<file path="src/pwm_ramp_defs.svh">
/*
 * timing constants, register offsets, field positions and script opcodes
 * for the scripted three-channel pwm ramp engine.
 * assumes inclusion by bare name from the top module and the bench.
 */
`ifndef PWM_RAMP_DEFS_SVH
`define PWM_RAMP_DEFS_SVH

// ==========================================================
// clocking
`define CLK_HZ             100000000
`define SLOW_HZ            32768
// tick period in system cycles, rounded down (shortest time)
`define SLOW_TICK_CYC      (`CLK_HZ / `SLOW_HZ)
`define SLOW_DIVIDER_SELECT_FAST      16
`define SLOW_DIVIDER_SELECT_SLOW      512

// ==========================================================
// register offsets (byte addresses)
`define OFS_CTRL           8'h00
`define OFS_WRITE          8'h04
`define OFS_STATUS         8'h08
`define OFS_IRQ            8'h0C
`define OFS_DUTY           8'h10

// ==========================================================
// ctrl register fields
`define CTRL_START_LSB     0
`define CTRL_STOP_LSB      4
`define CTRL_STEPIRQ_LSB   8
`define CTRL_PWM2PIN_BIT   12
// write register fields
`define WR_WORD_LSB        0
`define WR_ADDR_LSB        16
`define WR_CHAN_LSB        24

// ==========================================================
// script word fields
`define SCRIPT_DEPTH       64
`define MAX_BRANCH_ADDR    6'd59
`define OP_ENDCMD          3'h6
`define OP_BRANCH          3'h5
`define OP_TRIGGER         3'h7

`endif

</file>
<file path="src/pwm_ramp_pkg.sv">
/*
 * shared types of the pwm ramp engine.
 * assumes pwm_ramp_defs.svh for numbers.
 */
package pwm_ramp_pkg;

    // ======================================================
    // engine states, one-hot
    typedef enum logic [4:0]
    {
        ST_IDLE  = 5'h01,
        ST_FETCH = 5'h02,
        ST_LOAD  = 5'h04,
        ST_RAMP  = 5'h08,
        ST_WAIT  = 5'h10
    } eng_state_t;

    // ======================================================
    // host request toward one engine
    typedef struct packed
    {
        logic        wr;      // store word
        logic        start;   // launch script
        logic        stop;    // stop script
        logic [5:0]  addr;    // script file address
        logic [15:0] word;    // script word
    } host_req_t;

endpackage : pwm_ramp_pkg

</file>
<file path="src/pwm_ramp_engine.sv">
/*
 * three scripted pwm channels behind an axi4-lite slave.
 * assumes one clock aclk at 100 mhz; the 32.768 khz execution tick
 * is derived from it, so requests need no crossing beyond a pulse.
 */
`timescale 1ns/1ns
`default_nettype none
`include "pwm_ramp_defs.svh"

// Notes on behaviour
// - three pwm outputs, independent autonomous engines
// - host commands: store word, start, stop
// - stop waits for running ramp end
// - 16-bit script word with address
// - queue: file output, buffer, active
// - fetch enters slow domain, buffer, active
// - finished active takes buffered, refetch follows
// - queue registers hidden from host
// - stop or end halts; end raises irq
// - fixed 256-count period, programmable duty ramp
// - period counter runs from ramp to end
// - output high when period <= ramp
// - step rate: prescaler 16/512, step counter
// - ramp counter saturates, never wraps
// - all requested steps execute after saturation
// - optional irq after last ramp step
// - pwm use overrides second config pin gpio
// - zero word jumps; zero cycles_per_step loads duty
// - end with reset flag tristates output
// - branch with loop count, no nesting
module pwm_ramp_engine #(
    parameter int CHANNELS = 3,
    parameter int DEPTH    = `SCRIPT_DEPTH
)(
    // clock and reset
    input  wire logic        aclk,
    input  wire logic        aresetn,
    // axi4-lite write
    input  wire logic [7:0]  s_axi_awaddr,
    input  wire logic        s_axi_awvalid,
    output var  logic        s_axi_awready,
    input  wire logic [31:0] s_axi_wdata,
    input  wire logic [3:0]  s_axi_wstrb,
    input  wire logic        s_axi_wvalid,
    output var  logic        s_axi_wready,
    output var  logic [1:0]  s_axi_bresp,
    output var  logic        s_axi_bvalid,
    input  wire logic        s_axi_bready,
    // axi4-lite read
    input  wire logic [7:0]  s_axi_araddr,
    input  wire logic        s_axi_arvalid,
    output var  logic        s_axi_arready,
    output var  logic [31:0] s_axi_rdata,
    output var  logic [1:0]  s_axi_rresp,
    output var  logic        s_axi_rvalid,
    input  wire logic        s_axi_rready,
    // pwm pins and host interrupt
    output var  logic [2:0]  pwm_out,
    output var  logic [2:0]  pwm_oe,
    output var  logic        cfg2_pwm_sel,
    output var  logic        irq_out
);

    // ======================================================
    // bus slave state
    logic        aw_got_r, aw_got_nxt;        // address held
    logic        w_got_r,  w_got_nxt;         // data held
    logic [7:0]  awa_r,    awa_nxt;
    logic [31:0] wd_r,     wd_nxt;
    logic        bv_r,     bv_nxt;
    logic [1:0]  bresp_r,  bresp_nxt;
    logic        rv_r,     rv_nxt;
    logic [31:0] rd_r,     rd_nxt;
    logic [1:0]  rresp_r,  rresp_nxt;
    logic        awrdy_r;                     // registered readies, so the
    logic        wrdy_r;                      // ports come straight from a
    logic        ardy_r;                      // flip-flop, not an inverter
    logic [2:0]  stepirq_r, stepirq_nxt;      // ramp-end irq option
    logic        pin_sel_r, pin_sel_nxt;      // pwm on config pin
    logic [2:0]  irq_r,    irq_nxt;           // sticky irq causes
    logic        do_wr;                       // write commits now
    logic [2:0]  clr_irq;                     // write-one-to-clear
    pwm_ramp_pkg::host_req_t req [CHANNELS];  // per-channel request
    logic [2:0]  ev_end, ev_step;             // engine events
    logic [2:0]  running;                     // engine busy
    logic [7:0]  duty [CHANNELS];

    assign do_wr   = aw_got_r && w_got_r && !bv_r;
    assign clr_irq = (do_wr && awa_r == `OFS_IRQ) ? wd_r[2:0] : 3'h0;

    // ======================================================
    // bus next state; aw and w accepted in any order
    always_comb
    begin
        aw_got_nxt  = aw_got_r;
        w_got_nxt   = w_got_r;
        awa_nxt     = awa_r;
        wd_nxt      = wd_r;
        bv_nxt      = bv_r;
        bresp_nxt   = bresp_r;
        rv_nxt      = rv_r;
        rd_nxt      = rd_r;
        rresp_nxt   = rresp_r;
        stepirq_nxt = stepirq_r;
        pin_sel_nxt = pin_sel_r;
        // set wins over clear on irq bits
        irq_nxt     = (irq_r & ~clr_irq) | ev_end | ev_step;
        if (s_axi_awvalid && !aw_got_r)
        begin
            aw_got_nxt = 1'b1;
            awa_nxt    = s_axi_awaddr;
        end
        if (s_axi_wvalid && !w_got_r)
        begin
            w_got_nxt = 1'b1;
            wd_nxt    = s_axi_wdata;
        end
        if (do_wr)
        begin
            bv_nxt    = 1'b1;
            bresp_nxt = 2'b00;
            case (awa_r)
                `OFS_CTRL:
                begin
                    stepirq_nxt = wd_r[`CTRL_STEPIRQ_LSB +: 3];
                    pin_sel_nxt = wd_r[`CTRL_PWM2PIN_BIT];
                end
                `OFS_WRITE, `OFS_IRQ: ;
                default: bresp_nxt = 2'b10;  // unmapped: slverr
            endcase
        end
        if (bv_r && s_axi_bready)
        begin
            bv_nxt     = 1'b0;
            aw_got_nxt = 1'b0;
            w_got_nxt  = 1'b0;
        end
        if (s_axi_arvalid && !rv_r)
        begin
            rv_nxt    = 1'b1;
            rresp_nxt = 2'b00;
            // queue registers are not mapped
            // queue stays hidden
            case (s_axi_araddr)
                `OFS_CTRL:   rd_nxt = {19'h0, pin_sel_r, 1'b0, stepirq_r, 8'h0};
                `OFS_STATUS: rd_nxt = {29'h0, running};
                `OFS_IRQ:    rd_nxt = {29'h0, irq_r};
                `OFS_DUTY:   rd_nxt = {8'h0, duty[2], duty[1], duty[0]};
                default:
                begin
                    rd_nxt    = 32'h0;
                    rresp_nxt = 2'b10;
                end
            endcase
        end
        else if (rv_r && s_axi_rready)
            rv_nxt = 1'b0;
    end

    // bus registers
    always_ff @(posedge aclk)
    begin
        if (!aresetn)
        begin
            aw_got_r  <= 1'b0;
            w_got_r   <= 1'b0;
            awa_r     <= 8'h0;
            wd_r      <= 32'h0;
            bv_r      <= 1'b0;
            bresp_r   <= 2'h0;
            rv_r      <= 1'b0;
            rd_r      <= 32'h0;
            rresp_r   <= 2'h0;
            stepirq_r <= 3'h0;
            pin_sel_r <= 1'b0;
            irq_r     <= 3'h0;
            irq_out   <= 1'b0;
            // readies stay high through reset
            awrdy_r   <= 1'b1;
            wrdy_r    <= 1'b1;
            ardy_r    <= 1'b1;
        end
        else
        begin
            aw_got_r  <= aw_got_nxt;
            w_got_r   <= w_got_nxt;
            awa_r     <= awa_nxt;
            wd_r      <= wd_nxt;
            bv_r      <= bv_nxt;
            bresp_r   <= bresp_nxt;
            rv_r      <= rv_nxt;
            rd_r      <= rd_nxt;
            rresp_r   <= rresp_nxt;
            stepirq_r <= stepirq_nxt;
            pin_sel_r <= pin_sel_nxt;
            irq_r     <= irq_nxt;
            irq_out   <= |irq_nxt;
            // ready is the inverse of the next held flag
            awrdy_r   <= !aw_got_nxt;
            wrdy_r    <= !w_got_nxt;
            ardy_r    <= !rv_nxt;
        end
    end

    assign s_axi_awready = awrdy_r;
    assign s_axi_wready  = wrdy_r;
    assign s_axi_bvalid  = bv_r;
    assign s_axi_bresp   = bresp_r;
    assign s_axi_arready = ardy_r;
    assign s_axi_rvalid  = rv_r;
    assign s_axi_rdata   = rd_r;
    assign s_axi_rresp   = rresp_r;
    assign cfg2_pwm_sel  = pin_sel_r;

    // ======================================================
    // slow tick: 32.768 khz from aclk, shared by all engines
    logic [11:0] tick_cnt_r;
    logic        tick_r;
    always_ff @(posedge aclk)
    begin
        if (!aresetn)
        begin
            tick_cnt_r <= 12'h0;
            tick_r     <= 1'b0;
        end
        else
        begin
            tick_r     <= (tick_cnt_r == 12'(`SLOW_TICK_CYC - 1));
            tick_cnt_r <= (tick_cnt_r == 12'(`SLOW_TICK_CYC - 1)) ? 12'h0
                        : tick_cnt_r + 12'h1;
        end
    end

    // ======================================================
    // per-channel engines
    genvar gi;
    generate
        for (gi = 0; gi < CHANNELS; gi++)
        begin : g_ch
            logic [15:0] file_r [DEPTH];     // script file
            logic [15:0] fout_r;             // file output register
            logic        fout_v_r;
            logic [15:0] buf_r;              // command buffer
            logic        buf_v_r;
            logic [15:0] act_r;              // active command
            logic [5:0]  pc_r;
            logic [5:0]  loop_r;             // branch repeats left
            logic        loop_v_r;
            logic        stop_pend_r;
            logic        per_run_r;
            logic [7:0]  per_r, ramp_r;
            logic [8:0]  pre_r;
            logic [5:0]  stp_r;
            logic [6:0]  steps_r;
            logic        oe_r, pwm_r, end_ev_r, step_ev_r;
            pwm_ramp_pkg::eng_state_t st_r;
            logic [15:0] b_i;

            assign req[gi].wr    = do_wr && awa_r == `OFS_WRITE
                                && wd_r[`WR_CHAN_LSB +: 2] == 2'(gi);
            assign req[gi].start = do_wr && awa_r == `OFS_CTRL
                                && wd_r[`CTRL_START_LSB + gi];
            assign req[gi].stop  = do_wr && awa_r == `OFS_CTRL
                                && wd_r[`CTRL_STOP_LSB + gi];
            assign req[gi].addr  = wd_r[`WR_ADDR_LSB +: 6];
            assign req[gi].word  = wd_r[`WR_WORD_LSB +: 16];
            assign b_i           = buf_r;

            // engine sequencer and timer, one process per channel
            always_ff @(posedge aclk)
            begin
                end_ev_r  <= 1'b0;
                step_ev_r <= 1'b0;
                if (req[gi].wr)
                    file_r[req[gi].addr] <= req[gi].word;
                if (!aresetn)
                begin
                    st_r <= pwm_ramp_pkg::ST_IDLE;
                    fout_v_r <= 1'b0; buf_v_r <= 1'b0; pc_r <= 6'h0;
                    loop_v_r <= 1'b0; stop_pend_r <= 1'b0; per_run_r <= 1'b0;
                    per_r <= 8'h0; ramp_r <= 8'h0; oe_r <= 1'b0; pwm_r <= 1'b0;
                    act_r <= 16'h0; buf_r <= 16'h0; fout_r <= 16'h0;
                    pre_r <= 9'h0; stp_r <= 6'h0; steps_r <= 7'h0; loop_r <= 6'h0;
                end
                else
                begin
                    if (req[gi].stop && st_r != pwm_ramp_pkg::ST_IDLE)
                        stop_pend_r <= 1'b1;
                    if (tick_r && per_run_r)
                        per_r <= per_r + 8'h1;
                    pwm_r <= per_run_r && (per_r <= ramp_r);
                    // fetch into file output, then buffer
                    if (st_r != pwm_ramp_pkg::ST_IDLE && !fout_v_r)
                    begin
                        fout_r   <= file_r[pc_r];
                        fout_v_r <= 1'b1;
                        pc_r     <= pc_r + 6'h1;
                    end
                    else if (fout_v_r && !buf_v_r && tick_r)
                    begin
                        buf_r    <= fout_r;
                        buf_v_r  <= 1'b1;
                        fout_v_r <= 1'b0;
                    end
                    case (st_r)
                        pwm_ramp_pkg::ST_IDLE:
                        if (req[gi].start)
                        begin
                            st_r <= pwm_ramp_pkg::ST_FETCH;
                            pc_r <= 6'h0; fout_v_r <= 1'b0; buf_v_r <= 1'b0;
                            loop_v_r <= 1'b0; stop_pend_r <= 1'b0;
                        end
                        pwm_ramp_pkg::ST_FETCH:
                        if (stop_pend_r || req[gi].stop)
                            st_r <= pwm_ramp_pkg::ST_IDLE;
                        else if (buf_v_r && tick_r)
                        begin
                            act_r   <= b_i;
                            buf_v_r <= 1'b0;
                            st_r    <= pwm_ramp_pkg::ST_LOAD;
                        end
                        pwm_ramp_pkg::ST_LOAD:
                        begin
                            st_r <= pwm_ramp_pkg::ST_FETCH;
                            if (act_r == 16'h0)
                            begin
                                pc_r <= 6'h0; fout_v_r <= 1'b0; buf_v_r <= 1'b0;
                            end
                            else if (!act_r[15] && act_r[13:8] == 6'h0)
                            begin
                                ramp_r <= act_r[7:0];
                                oe_r   <= 1'b1;
                            end
                            else if (!act_r[15])
                            begin
                                per_run_r <= 1'b1;
                                oe_r      <= 1'b1;
                                pre_r <= 9'h0; stp_r <= 6'h0;
                                steps_r <= act_r[6:0];
                                st_r <= (act_r[6:0] == 7'h0) ? pwm_ramp_pkg::ST_FETCH
                                      : pwm_ramp_pkg::ST_RAMP;
                            end
                            else if (act_r[15:13] == `OP_BRANCH)
                            begin
                                // loop count biased, single level
                                // count n gives n-1 repeats: count 1 falls through
                                if (act_r[5:0] <= `MAX_BRANCH_ADDR
                                    && (act_r[12:7] == 6'h0
                                        || (!loop_v_r && act_r[12:7] != 6'h1)
                                        || (loop_v_r && loop_r != 6'h0)))
                                begin
                                    if (act_r[12:7] != 6'h0)
                                    begin
                                        loop_r   <= loop_v_r ? loop_r - 6'h1
                                                  : act_r[12:7] - 6'h2;
                                        loop_v_r <= 1'b1;
                                    end
                                    pc_r <= act_r[5:0];
                                    fout_v_r <= 1'b0; buf_v_r <= 1'b0;
                                end
                                else
                                    loop_v_r <= 1'b0;
                            end
                            else if (act_r[15:12] == {`OP_ENDCMD, 1'b0})
                            begin
                                st_r      <= pwm_ramp_pkg::ST_IDLE;
                                per_run_r <= 1'b0;
                                end_ev_r  <= 1'b1;
                                if (act_r[11])
                                    oe_r <= 1'b0;
                            end
                            else
                                // trigger: waits a fixed sixteen ticks
                                st_r <= pwm_ramp_pkg::ST_WAIT;
                            pre_r <= 9'h0;
                        end
                        pwm_ramp_pkg::ST_RAMP:
                        if (tick_r)
                        begin
                            if (pre_r == (act_r[14] ? 9'(`SLOW_DIVIDER_SELECT_SLOW - 1)
                                                   : 9'(`SLOW_DIVIDER_SELECT_FAST - 1)))
                            begin
                                pre_r <= 9'h0;
                                if (stp_r == act_r[13:8] - 6'h1)
                                begin
                                    stp_r   <= 6'h0;
                                    if (act_r[7] && ramp_r != 8'h00)
                                        ramp_r <= ramp_r - 8'h1;
                                    else if (!act_r[7] && ramp_r != 8'hFF)
                                        ramp_r <= ramp_r + 8'h1;
                                    steps_r <= steps_r - 7'h1;
                                    if (steps_r == 7'h1)
                                    begin
                                        step_ev_r <= stepirq_r[gi];
                                        st_r <= pwm_ramp_pkg::ST_FETCH;
                                    end
                                end
                                else
                                    stp_r <= stp_r + 6'h1;
                            end
                            else
                                pre_r <= pre_r + 9'h1;
                        end
                        pwm_ramp_pkg::ST_WAIT:
                        if (tick_r)
                        begin
                            pre_r <= pre_r + 9'h1;
                            if (pre_r == 9'(`SLOW_DIVIDER_SELECT_FAST - 1))
                                st_r <= pwm_ramp_pkg::ST_FETCH;
                        end
                        default: st_r <= pwm_ramp_pkg::ST_IDLE;
                    endcase
                end
            end

            assign pwm_out[gi]  = pwm_r;
            assign pwm_oe[gi]   = oe_r;
            assign ev_end[gi]   = end_ev_r;
            assign ev_step[gi]  = step_ev_r;
            assign running[gi]  = (st_r != pwm_ramp_pkg::ST_IDLE);
            assign duty[gi]     = ramp_r;
        end
    endgenerate

endmodule : pwm_ramp_engine
`default_nettype wire

</file>
<file path="config.mk">
export PLATFORM = sky130hd
export DESIGN_NAME = pwm_ramp_engine
export DESIGN_NICKNAME = d
export VERILOG_FILES = /design/src/pwm_ramp_pkg.sv /design/src/pwm_ramp_engine.sv
export VERILOG_INCLUDE_DIRS = /design/src
export SDC_FILE = /design/constraint.sdc
export NUM_CORES = 2
export LEC_CHECK = 0
export BUFFER_PORTS_ARGS = -buffer_cell sky130_fd_sc_hd__buf_2
export CAP_MARGIN = 20
export CELL_PAD_IN_SITES_DETAIL_PLACEMENT = 1
export CELL_PAD_IN_SITES_GLOBAL_PLACEMENT = 1
export CORE_MARGIN = 2
export CORE_UTILIZATION = 45
export CTS_CLUSTER_SIZE = 16
export DETAILED_ROUTE_END_ITERATION = 7
export PLACE_DENSITY_LB_ADDON = 0.12
export SLEW_MARGIN = 25
export SYNTH_ARGS = -nofsm -noshare
export SYNTH_HDL_FRONTEND = slang
export SYNTH_SLANG_ARGS = --single-unit
</file>
<file path="constraint.sdc">
create_clock -name aclk -period 8.3 [get_ports aclk]
set_input_delay 0.83 -clock aclk [delete_from_list [all_inputs] [get_ports aclk]]
set_output_delay 0.83 -clock aclk [all_outputs]
set_load 0.02 [all_outputs]
</file>
==> flow_summary_export.csv <==
group,metric,value,unit
floorplanning,fp.dieH,557,µm
routing,drcViolationCount,0,
critical_path,cp-end-kind,"flop",
floorplanning,dieWidth,557,µm
sta,hold_viol,0,
flow_run,maxCapViolations,0,
critical_path,r2r_cells,7,
synthesis,yosys.area_share.simple,4.73,%
synthesis,synth.most_common_cell,"edfxtp_1",
synthesis,synth.avg_cell_area,17.8,µm²
floorplanning,io_pins,108,
synthesis,postSynth.asyncResetShare,0,%
synthesis,yosys.cell_types.count,83,
synthesis,synth_area,138000,µm²
synthesis,synth_xor_area_share,0.780,%
routing,detail-route-antenna-nets,0,
critical_path,crit_slowest_cell,"nor2_2",
placed_design,place.gp.congestion,0.818,
global_routing,grt_overflow,0,
cts,cts_hold_buffers,0,
floorplanning,start_util,45.1,%
critical_path,worstPathArrival,5.01,ns
sta,hold_ws,0.164,ns
synthesis,synth_top_area_share,67.0,%
sta,layout_min_cycle_time,4.48,ns
finish,finalNetCount,8065,
global_routing,grt_pass1_wl,550000,µm
worst_hold_path,whs_path_depth,3,
synthesis,synth_top_family_by_area,"multiplexers",
sta,rsz0062_at_grt,"false",
routing,drt_first_pass_iters,6,
critical_path,reg2reg_slack,3.82,ns
synthesis,yosysTopAreaCell,"edfxtp_1",
sta,maxSlewViolCount,0,
global_routing,grt_pass1_vias,76519,
global_routing,grt_max_degree,131,
critical_path,crit_type,"reg -> reg",
worst_hold_path,worstHoldStart,"s_axi_awaddr[7]",
critical_path,crit_chain,"or4_1 > or4b_4 > nor2_1 > nand2_1 > or3_4 > buf_4 > nor2_2",
synthesis,ys_seq_elements,3494,
synthesis,synth_area_leaders,"edfxtp_1, mux4_2, dfxtp_1",
synthesis,ys_seq_area_share,73.2,%
cts,ctsResizeCount,0,
critical_path,max_stage_delay,0.91,ns
routing,via_per_inst,5.95,
cts,path_clk_slew,0.06,ns
critical_path,worstPathMaxFanout,52,
routing,vias,73461,
power_and_ir_drop,ir_drop,231,µV
synthesis,ys_top_cells_by_count,"edfxtp_1, mux4_2, nand2_1",
synthesis,synth_ff_type,"edfxtp_1",
worst_hold_path,min_to,"awa_r[7]$_SDFFE_PN0P_",
worst_hold_path,hold_path_class,"in -> reg",
placed_design,post-dp-hpwl,229000,µm
cts,htree_levels,5,
finish,drive_gt1_share,21.7,%
synthesis,yosysWarningCount,0,
global_routing,grt_usage,24.3,%
critical_path,r2r-end,"g_ch[0].file_r[19][0]$_DFFE_PP_",
synthesis,synth_mux_area_share,14.2,%
placed_design,numPortBuffers,85,
synthesis,postSynthCellCount,7718,
synthesis,synthAdderAreaFrac,0.689,%
cts,tritoncts,"yes",
synthesis,synth_compound_area_share,4.88,%
critical_path,timing.rr.start,"awa_r[4]$_SDFFE_PN0P_",
cts,cts_buffer_depth,4,
cts,clock_latency,0.94,ns
critical_path,start_kind,"flop",
sta,setup-violations-final,0,
critical_path,crit_required,8.83,ns
routing,finalWirelength,377000,µm
outcome,status,"completed",
finish,area_growth,13.3,%
global_routing,antenna_found_initial,17,
synthesis,synth_edf_count,3072,
sta,tns,0,ns
floorplanning,rows,203,
power_and_ir_drop,power_density,256,nW/µm²
cts,cts_setup_buffers,0,
cts,numCtsBuffers,373,
sta,relSlewSlack,23.3,%
power_and_ir_drop,p_leak,0.0461,µW
routing,routedWlPerCell,30.5,µm
sta,max_freq,223,MHz
sta,tightestPinTransition,1.15,ns
cts,cts.sinks,3494,
routing,drtIter0Drc,7343,
sta,fin_crit_sh,54.0,%
floorplanning,coreArea,305000,µm²
floorplanning,die_area,310000,µm²
sta,clock_skew,0.0552,ns
cts,root_buffer,"clkbuf_16",
[cells by family after synthesis]
kind of cell | after synthesis
XOR/XNOR | 121
multiplexers | 987
AO/OA/AOI/OAI | 1063
AND/OR/NAND/NOR | 1440
buffers and inverters | 538
other | 1
flip-flops | 3494
adder cells (fa/ha/maj) | 74
[sequential cells by signal, indices dropped and copies added (netlist names), 8 cells and up]
name          count
g_ch.steps_r     21
tick_cnt_r       12
g_ch.st_r        15
wd_r             24
awa_r             8
g_ch.pc_r        18
g_ch.fout_r      48
g_ch.per_r       24
g_ch.loop_r      18
g_ch.b_i         48
g_ch.ramp_r      24
g_ch.pre_r       27
g_ch.file_r    3072
g_ch.stp_r       18
g_ch.act_r       48
s_axi_rdata      24
[report_power, final]
part,switching (µW),internal [µW]
sequential,291,19200
combinational,2080,1820
clock,6990,9490
total,9360,30500
[layout make-up]
cell class,count,area (µm²)
Multi-Input combinational cell,3695,35500
Antenna cell,5,12.5
Inverter,85,327
Clock buffer,481,10000
Fill cell,27659,149000
Tap cell,4100,5130
Sequential cell,3494,101000
Clock inverter,212,2000
Timing Repair Buffer,283,2080
[cell usage in the layout, fill, tap and decap left out, types with 41 or more instances in the layout]
cell type     n
edfxtp_1   3072
mux4_2      768
o221ai_1     62
a21oi_1     343
clkinv_2     71
mux2i_1     218
nor2b_1      51
xnor2_1      59
nor3_1       94
buf_4       181
nor2_1      299
clkinv_1     73
buf_2        84
a22oi_1     142
inv_1        82
dfxtp_1     394
nand3_1      91
clkbuf_16   378
ha_1         71
a31oi_1      49
xor2_1       61
o21ai_0     185
a211oi_1     48
nand4_1      41
clkbuf_1     84
o22ai_1      68
nor2_2       65
nor2_4       70
nand2_1     529
[per-stage QoR]
stage	cells	worst slack, ns	area [µm²]	total power (µW)	util (%)
4_1_cts	12347	3.86	156000	40300	51.0
3_3_place_gp	11653	3.94	143000	23800	47.0
5_1_grt	12353	3.65	156000	41100	51.1
3_5_place_dp	11654	3.83	144000	23900	47.1
2_1_floorplan	7727	4.24	138000	22700	-
6_report	12355	3.82	156000	39900	51.1
[routing by layer]
metal / global-route usage, % / vias to the layer above / routed length [µm]
met3: 3.57 / 501 / 21500
li1: - / 31428 / -
met4: 6.65 / 2 / 10700
met1: 34.5 / 39367 / 163000
met2: 39.3 / 2163 / 182000
met5: 0.108 / - / 12
[how the worst max path moves through the flow]
| stage | cells after the start | slack, ns | end | from |
|---|---|---|---|---|
| 3_3_place_gp | 7 | 3.94 | g_ch[0].file_r[60][0]$_DFFE_PP_ | awa_r[1]$_SDFFE_PN0P_ |
| 4_1_cts | 7 | 3.86 | g_ch[0].file_r[53][12]$_DFFE_PP_ | awa_r[1]$_SDFFE_PN0P_ |
| 6_report | 7 | 3.82 | g_ch[0].file_r[19][0]$_DFFE_PP_ | awa_r[4]$_SDFFE_PN0P_ |
| 3_5_place_dp | 7 | 3.83 | g_ch[0].file_r[53][13]$_DFFE_PP_ | awa_r[1]$_SDFFE_PN0P_ |
| 5_1_grt | 8 | 3.65 | g_ch[2].fout_r[10]$_SDFFE_PN0P_ | g_ch[2].pc_r[0]$_SDFF_PN0_ |
| 2_1_floorplan | 6 | 4.24 | g_ch[0].act_r[10]$_SDFFE_PN0P_ | wd_r[4]$_SDFFE_PN0P_ |
[worst max-delay path: cells and delay by family (launching register included)]
kind	cells	cell delay [ns]
buf+inv	1	0.47
simple gates	6	3.18
flops	1	0.32
Note: power is estimated with default switching activity, not from simulation.
